**src/rtl/paired_timer_pkg.sv**
```systemverilog
package paired_timer_pkg;

  localparam int          NUM_TMR   = 4;
  localparam int          NUM_PAIR  = 2;
  localparam int          ADDR_W    = 12;
  localparam int          IDX_W     = 10;
  localparam int          DATA_W    = 16;
  localparam int          PRE_W     = 8;

  // register indices; byte address is four times the index
  localparam logic [9:0]  CNT_IDX [4] = '{10'h106, 10'h10a, 10'h114, 10'h118};
  localparam logic [9:0]  PER_IDX [4] = '{10'h10c, 10'h10e, 10'h11a, 10'h11c};
  localparam logic [9:0]  CON_IDX [4] = '{10'h110, 10'h112, 10'h11e, 10'h120};
  localparam logic [9:0]  HOLD_IDX [2] = '{10'h108, 10'h116};
  localparam logic [9:0]  FLAG_IDX = 10'h122;
  localparam logic [9:0]  ENA_IDX  = 10'h124;

  // control field positions
  localparam int          BIT_ON    = 15;
  localparam int          BIT_IDLE  = 13;
  localparam int          BIT_GATE  = 6;
  localparam int          BIT_PRE_H = 5;
  localparam int          BIT_PRE_L = 4;
  localparam int          BIT_WIDE  = 3;
  localparam int          BIT_CSRC  = 1;

  localparam logic [15:0] PER_RST   = 16'hffff;
  localparam logic [15:0] CON_RST   = 16'h0000;
  localparam logic [15:0] CNT_WRAP  = 16'hffff;
  localparam logic [15:0] CON_MASK [4] = '{16'ha07a, 16'ha072, 16'ha07a, 16'ha072};

  // event flag / enable bit per timer
  localparam int          FLAG_POS [4] = '{6, 7, 8, 9};

  // last prescale count for 1:1, 1:8, 1:64, 1:256
  localparam logic [7:0]  PRE_LAST [4] = '{8'h00, 8'h07, 8'h3f, 8'hff};

endpackage : paired_timer_pkg

```
**src/rtl/paired_timer_32bit.sv**
```systemverilog
// Chosen here: the APB register port.
module paired_timer_32bit
  import paired_timer_pkg::*;
(
  input  wire logic                              i_core_clk,
  input  wire logic                              i_reset,
  input  wire logic                              i_psel,
  input  wire logic                              i_penable,
  input  wire logic                              i_pwrite,
  input  wire logic [paired_timer_pkg::ADDR_W-1:0] i_paddr,
  input  wire logic [31:0]                       i_pwdata,
  output logic      [31:0]                       o_prdata,
  output logic                                   o_pready,
  output logic                                   o_pslverr,
  input  wire logic                              i_sleep,
  input  wire logic                              i_idle,
  input  wire logic [paired_timer_pkg::NUM_TMR-1:0] i_timer_pin,
  output logic                                   o_pair_a_irq,
  output logic                                   o_pair_b_irq,
  output logic                                   o_adc_trigger,
  output logic      [15:0]                       o_timebase_low,
  output logic      [15:0]                       o_timebase_high
);
  import paired_timer_pkg::*;

  // counts and holds carry no reset: their value is undefined until written
  logic [15:0]        cnt_q   [NUM_TMR];
  logic [15:0]        cnt_d   [NUM_TMR];
  logic [15:0]        per_q   [NUM_TMR];
  logic [15:0]        con_q   [NUM_TMR];
  logic [PRE_W-1:0]   pre_q   [NUM_TMR];
  logic [15:0]        hold_q  [NUM_PAIR];
  logic [NUM_TMR-1:0] flag_q;
  logic [NUM_TMR-1:0] ena_q;
  logic [NUM_TMR-1:0] sync1_q;
  logic [NUM_TMR-1:0] sync2_q;
  logic [NUM_TMR-1:0] sync3_q;

  logic [NUM_TMR-1:0] run;
  logic [NUM_TMR-1:0] src;
  logic [NUM_TMR-1:0] tick;
  logic [NUM_TMR-1:0] gate_fall;
  logic [NUM_TMR-1:0] match;
  logic [NUM_TMR-1:0] ev;
  logic [NUM_TMR-1:0] wr_cnt;
  logic [NUM_TMR-1:0] wr_per;
  logic [NUM_TMR-1:0] wr_con;
  logic [NUM_PAIR-1:0] wr_hold;
  logic [NUM_PAIR-1:0] rd_low;
  logic [NUM_PAIR-1:0] wide;
  logic               wr_flag;
  logic               wr_ena;
  logic               wr_acc;
  logic               rd_set;
  logic               aligned;
  logic               hit;
  logic [IDX_W-1:0]   idx;
  logic [15:0]        rd_d;
  logic [15:0]        wdat;

  // pin synchroniser; the first stage feeds only the second
  always_ff @(posedge i_core_clk) begin
    if (i_reset) begin
      sync1_q <= '0;
      sync2_q <= '0;
      sync3_q <= '0;
    end else begin
      sync1_q <= i_timer_pin;
      sync2_q <= sync1_q;
      sync3_q <= sync2_q;
    end
  end

  // bus decode
  always_comb begin
    wdat    = i_pwdata[15:0];
    idx     = i_paddr[ADDR_W-1:2];
    aligned = (i_paddr[1:0] == 2'b00);
    wr_acc  = i_psel & i_penable & i_pwrite & aligned;
    rd_set  = i_psel & ~i_penable & ~i_pwrite & aligned;
    wr_flag = wr_acc & (idx == FLAG_IDX);
    wr_ena  = wr_acc & (idx == ENA_IDX);
    for (int t = 0; t < NUM_TMR; t++) begin
      wr_cnt[t] = wr_acc & (idx == CNT_IDX[t]);
      wr_per[t] = wr_acc & (idx == PER_IDX[t]);
      wr_con[t] = wr_acc & (idx == CON_IDX[t]);
    end
    for (int p = 0; p < NUM_PAIR; p++) begin
      wr_hold[p] = wr_acc & (idx == HOLD_IDX[p]);
      rd_low[p]  = rd_set & (idx == CNT_IDX[2*p]);
    end
  end

  // read mux
  always_comb begin
    rd_d = '0;
    hit  = 1'b0;
    if (idx == FLAG_IDX) begin
      hit = 1'b1;
      for (int t = 0; t < NUM_TMR; t++) begin
        rd_d[FLAG_POS[t]] = flag_q[t];
      end
    end else if (idx == ENA_IDX) begin
      hit = 1'b1;
      for (int t = 0; t < NUM_TMR; t++) begin
        rd_d[FLAG_POS[t]] = ena_q[t];
      end
    end
    for (int t = 0; t < NUM_TMR; t++) begin
      if (idx == CNT_IDX[t]) begin
        hit  = 1'b1;
        rd_d = cnt_q[t];
      end else if (idx == PER_IDX[t]) begin
        hit  = 1'b1;
        rd_d = per_q[t];
      end else if (idx == CON_IDX[t]) begin
        hit  = 1'b1;
        rd_d = con_q[t];
      end
    end
    for (int p = 0; p < NUM_PAIR; p++) begin
      if (idx == HOLD_IDX[p]) begin
        hit  = 1'b1;
        rd_d = hold_q[p];
      end
    end
  end

  // zero-wait slave: read data is captured in the setup cycle
  always_ff @(posedge i_core_clk) begin
    if (i_reset) begin
      o_prdata  <= '0;
      o_pready  <= 1'b0;
      o_pslverr <= 1'b0;
    end else begin
      o_pready <= 1'b1;
      if (i_psel && !i_penable) begin
        o_prdata  <= (i_pwrite || !hit) ? 32'h0000_0000 : {16'h0000, rd_d};
        o_pslverr <= ~(aligned & hit);
      end
    end
  end

  // period and control registers
  always_ff @(posedge i_core_clk) begin
    if (i_reset) begin
      for (int t = 0; t < NUM_TMR; t++) begin
        per_q[t] <= PER_RST;
        con_q[t] <= CON_RST;
      end
    end else begin
      for (int t = 0; t < NUM_TMR; t++) begin
        if (wr_per[t]) begin
          per_q[t] <= wdat;
        end
        if (wr_con[t]) begin
          con_q[t] <= wdat & CON_MASK[t];
        end
      end
    end
  end

  // count qualification per timer
  always_comb begin
    for (int p = 0; p < NUM_PAIR; p++) begin
      wide[p] = con_q[2*p][BIT_WIDE];
    end
    for (int t = 0; t < NUM_TMR; t++) begin
      // upper timer's own setup is dead while its pair is wide
      run[t] = con_q[t][BIT_ON] & ~i_sleep & ~(i_idle & con_q[t][BIT_IDLE]);
      if (con_q[t][BIT_CSRC]) begin
        src[t] = sync2_q[t] & ~sync3_q[t];
      end else if (con_q[t][BIT_GATE]) begin
        src[t] = sync2_q[t];
      end else begin
        src[t] = 1'b1;
      end
      tick[t] = run[t] & src[t] &
                (pre_q[t] == PRE_LAST[con_q[t][BIT_PRE_H:BIT_PRE_L]]);
      gate_fall[t] = run[t] & ~con_q[t][BIT_CSRC] & con_q[t][BIT_GATE] &
                     ~sync2_q[t] & sync3_q[t];
    end
  end

  // prescaler; cleared on count write or disable
  always_ff @(posedge i_core_clk) begin
    if (i_reset) begin
      for (int t = 0; t < NUM_TMR; t++) begin
        pre_q[t] <= '0;
      end
    end else begin
      for (int t = 0; t < NUM_TMR; t++) begin
        if (!con_q[t][BIT_ON] || wr_cnt[t]) begin
          pre_q[t] <= '0;
        end else if (run[t] && src[t]) begin
          pre_q[t] <= tick[t] ? '0 : pre_q[t] + 8'h01;
        end
      end
    end
  end

  // counter next state and events
  always_comb begin
    for (int p = 0; p < NUM_PAIR; p++) begin
      cnt_d[2*p]   = cnt_q[2*p];
      cnt_d[2*p+1] = cnt_q[2*p+1];
      match[2*p]   = 1'b0;
      match[2*p+1] = 1'b0;
      ev[2*p]      = 1'b0;
      ev[2*p+1]    = 1'b0;
      if (wide[p]) begin
        // lower timer's clock, gate and prescaler drive the pair
        if (tick[2*p]) begin
          if ({cnt_q[2*p+1], cnt_q[2*p]} == {per_q[2*p+1], per_q[2*p]}) begin
            cnt_d[2*p]     = '0;
            cnt_d[2*p+1]   = '0;
            match[2*p+1]   = 1'b1;
          end else begin
            cnt_d[2*p] = cnt_q[2*p] + 16'h0001;
            if (cnt_q[2*p] == CNT_WRAP) begin
              cnt_d[2*p+1] = cnt_q[2*p+1] + 16'h0001;
            end
          end
        end
        ev[2*p+1] = match[2*p+1] | gate_fall[2*p];
      end else begin
        for (int h = 0; h < 2; h++) begin
          if (tick[2*p+h]) begin
            if (cnt_q[2*p+h] == per_q[2*p+h]) begin
              cnt_d[2*p+h] = '0;
              match[2*p+h] = 1'b1;
            end else begin
              cnt_d[2*p+h] = cnt_q[2*p+h] + 16'h0001;
            end
          end
          ev[2*p+h] = match[2*p+h] | gate_fall[2*p+h];
        end
      end
      // software writes override counting
      if (wr_cnt[2*p]) begin
        cnt_d[2*p] = wdat;
        if (wide[p]) begin
          cnt_d[2*p+1] = hold_q[p];
        end
      end
      if (wr_cnt[2*p+1]) begin
        cnt_d[2*p+1] = wdat;
      end
    end
  end

  always_ff @(posedge i_core_clk) begin
    for (int t = 0; t < NUM_TMR; t++) begin
      cnt_q[t] <= cnt_d[t];
    end
  end

  // holding register per pair
  always_ff @(posedge i_core_clk) begin
    for (int p = 0; p < NUM_PAIR; p++) begin
      if (rd_low[p]) begin
        hold_q[p] <= cnt_q[2*p+1];
      end else if (wr_hold[p]) begin
        hold_q[p] <= wdat;
      end
    end
  end

  // flags: a new event wins over a clearing write
  always_ff @(posedge i_core_clk) begin
    if (i_reset) begin
      flag_q <= '0;
      ena_q  <= '0;
    end else begin
      for (int t = 0; t < NUM_TMR; t++) begin
        flag_q[t] <= ev[t] | (wr_flag ? wdat[FLAG_POS[t]] : flag_q[t]);
        if (wr_ena) begin
          ena_q[t] <= wdat[FLAG_POS[t]];
        end
      end
    end
  end

  // outputs; only pair a feeds the converter and the time base
  always_ff @(posedge i_core_clk) begin
    if (i_reset) begin
      o_pair_a_irq    <= 1'b0;
      o_pair_b_irq    <= 1'b0;
      o_adc_trigger   <= 1'b0;
      o_timebase_low  <= '0;
      o_timebase_high <= '0;
    end else begin
      o_pair_a_irq    <= |(flag_q[1:0] & ena_q[1:0]);
      o_pair_b_irq    <= |(flag_q[3:2] & ena_q[3:2]);
      o_adc_trigger   <= match[1];
      o_timebase_low  <= cnt_q[0];
      o_timebase_high <= cnt_q[1];
    end
  end
endmodule : paired_timer_32bit

```
**config.mk**
```make
export PLATFORM = sky130hd
export DESIGN_NAME = paired_timer_32bit
export DESIGN_NICKNAME = d
export VERILOG_FILES = /design/src/rtl/paired_timer_pkg.sv /design/src/rtl/paired_timer_32bit.sv
export SDC_FILE = /design/constraint.sdc
export NUM_CORES = 1
export LEC_CHECK = 0
export CORE_ASPECT_RATIO = 0.9
export CORE_MARGIN = 1.5
export CORE_UTILIZATION = 41
export DETAILED_ROUTE_END_ITERATION = 16
export DONT_BUFFER_PORTS = 1
export PLACE_DENSITY = 0.55
export SLEW_MARGIN = 20
export SYNTH_ARGS = -nofsm -noshare
export SYNTH_HDL_FRONTEND = slang
export SYNTH_SLANG_ARGS = --single-unit
```
**constraint.sdc**
```tcl
create_clock -name i_core_clk -period 7.15 [get_ports i_core_clk]
set_input_delay 1.43 -clock i_core_clk [delete_from_list [all_inputs] [get_ports i_core_clk]]
set_output_delay 1.43 -clock i_core_clk [all_outputs]
set_load 0.01 [all_outputs]
```
==> reports/metrics.yaml <==
run_status:
  status: "finished, final reports clean"
critical_path:
  critPathCaptureType: "flop"
  path_class: "in2reg"
  critPathRequiredTime_ns: 7.61
  crit_path_start_kind: "input pin"
  worst-endpoint-arrival_ns: 4.72
  cp_max_fo: 18
sta:
  max_freq_mhz: 235
  layout_setup_ws_ns: 2.89
  fin_skew_ns: 0.0127
  worst_pin_slew_ns: 1.16
  fin_crit_sh: 0.596
  maxSlewHeadroom: 0.217
  slew_viol_final: 0
  final.setup.tns_ns: 0
  holdWs_ns: 0.449
  hold_viol_final: 0
  rsz0062_at_grt: "false"
  finalCriticalPeriod_ns: 4.26
  setup_viol: 0
yosys:
  synth_compound_area_frac: 0.159
  synth_top_flop_cell: "edfxtp_1"
  async_reset_ff_frac: 0
  ys_seq_area_frac: 0.456
  synth_cell_type_count: 79
  synth_top_family_by_area: "simple AND/OR/NAND/NOR gates"
  syn_area_per_cell_sq_um: 9.33
  synthXorXnorAreaFrac: 0.0697
  netlist_area_sq_um: 16800
  yosysWarnings: 0
  synthAdderAreaFrac: 0.00594
  synthCells: 1805
  synth_seq_cells: 291
  synth-simple-area-share: 0.231
  synthMuxAreaShare: 0.0294
  synth_edf_count: 186
grt:
  met1_usage: 0.414
  grtUsageMet3: 0.0528
  antenna_found_initial: 3
  grt_max_degree: 63
  grt.overflow.total: 0
  grt_first_pass_wirelength_um: 94400
  grt_use_met2: 0.471
  grtUsageTotal: 0.301
  grt_pass1_vias: 13700
  top_usage_layer: "met2"
drt:
  drtPass1Iterations: 6
  drc: 0
  routed_wl_um: 64700
  final_antenna_net_count: 0
  drtIter0Drc: 1887
  vias: 14800
  viasPerCell: 6.44
  wl_per_cell_um: 28.2
clock_network:
  clkSinkCount: 291
  holdBufCountCts: 0
  post_cts_buffers: 0
  cts.repair.resized: 0
  clk_latency_ns: 0.54
  cts_buffers: 35
  tritoncts: "yes"
  htree_levels: 2
  cts_root_buffer: "clkbuf_16"
  path_clk_slew_ns: 0.06
  clockBufferDepth: 3
placed_design:
  gp_congestion: 0.959
  place_ws_ns: 2.39
  portBuffers: 0
  post-dp-hpwl_um: 45600
finish:
  final_util: 0.454
  seqCellArea_sq_um: 7690
  multi_input_area_sq_um: 8450
  syn2layout_area_growth_pct: 9.34
  final_nets: 1793
  n_fill_cell: 3900
  drive_gt1_frac: 0.0933
floorplanning:
  die_h_um: 195
  fp.dieW_um: 217
  ios: 124
  fp.dieArea_sq_um: 42300
  core_sq_um: 40600
  row_count: 70
  start_util: 0.415
power:
  p_leak_nw: 6.04
  p_total_mw: 4.06
  power_density_nw_per_um2: 220
  vdd_drop_max_v: 0.000163
run:
  maxCapViolations: 0
min_path:
  hp-class: "reg2reg"
==> critical path: stages <==
cell	delay [ns]
or4b_1	0.88
nor2_1	0.85
nand3_1	0.92
and4_1	0.45
nor3_1	0.16
==> state kept, by name (all words and copies together) (netlist names), 16 cells and up <==
register,count
o_prdata,16
per_q,64
o_timebase_high,16
pre_q,32
con_q,26
hold_q,32
cnt_q,64
o_timebase_low,16
==> Yosys cell counts, types with 32 or more instances <==
| cell type | n | area [sq um] |
|---|---|---|
| dfxtp_1 | 105 | 2100 |
| nor3_1 | 36 | 180 |
| a21oi_1 | 45 | 225 |
| nand2_1 | 152 | 571 |
| xor2_1 | 50 | 438 |
| a22oi_1 | 46 | 345 |
| nor2b_1 | 43 | 269 |
| and3_1 | 38 | 238 |
| inv_1 | 38 | 143 |
| xnor2_1 | 84 | 736 |
| clkbuf_1 | 126 | 473 |
| edfxtp_1 | 186 | 5590 |
| nand3_1 | 68 | 340 |
| a221oi_1 | 32 | 280 |
| nand4_1 | 50 | 313 |
| or3_1 | 54 | 338 |
| mux2_2 | 36 | 405 |
| nor2_1 | 160 | 601 |
| o21ai_0 | 95 | 475 |
==> worst paths after layout <==
| kind | cells past startpoint | endpoint | start | slack, ns |
|---|---|---|---|---|
| setup / recovery | 5 | cnt_q[3][6] | i_paddr[9] | 2.89 |
| hold / removal | 1 | sync2_q[1] | sync1_q[1] | 0.45 |
| setup reg to reg | 7 | cnt_q[1][4] | cnt_q[1][7] | 3.57 |
| hold reg to reg | 1 | sync2_q[1] | sync1_q[1] | 0.45 |
==> layer usage <==
metal,up-vias,wire length [um]
met2,869,29100
met5,-,0
met4,0,2620
met3,165,6360
met1,7240,26700
li1,6518,-
==> cells in the final DEF (no fill, tap or decap), drive strengths merged, types with 12 or more instances in the layout <==
cell type / n
a211oi: 17
a21oi: 45
a221oi: 32
a22oi: 46
a31oi: 18
and2: 30
and3: 38
and4: 12
buf: 32
clkbuf: 54
conb: 16
dfxtp: 105
edfxtp: 186
inv: 39
mux2: 36
nand2: 152
nand3: 68
nand4: 50
nor2: 160
nor2b: 43
nor3: 37
nor4: 31
o211ai: 24
o21a: 12
o21ai: 96
or2: 22
or3: 54
xnor2: 84
xor2: 50
==> logic make-up (layout without fill, tap and decap cells) <==
| family | count (synthesis) | in the layout |
|---|---|---|
| AOI/OAI and AO/OA | 386 | 386 |
| xor gates and xnor gates | 134 | 134 |
| adders and majority gates | 8 | 8 |
| buffers and inverters | 198 | 135 |
| DFF | 291 | 291 |
| muxes | 45 | 45 |
| other | 1 | 17 |
| and+or+nand+nor | 742 | 742 |
==> layout make-up <==
class	count	area share
well taps	540	0.0367
repair buffers	33	0.0134
diodes	1	0.000136
clock buffers	53	0.0577
inverters	38	0.00774
clock inverters	11	0.00815
flip-flops and latches	291	0.417
multi-input cells	1331	0.459
==> power by group <==
part	leakage, nW	switching (mW)	internal, mW
registers	2.68	0.0886	1.84
logic	2.77	0.132	0.0938
clock network	0.588	0.760	1.14
==> through the flow <==
step                      std cells  instance area (sq um)
final                          2298                  18400
after global routing           2297                  18400
after CTS                      2296                  18400
after detailed placement       2232                  17200
after global placement         2232                  17200
after floorplan                1820                  16900
Note: power is estimated with default switching activity, not from simulation.
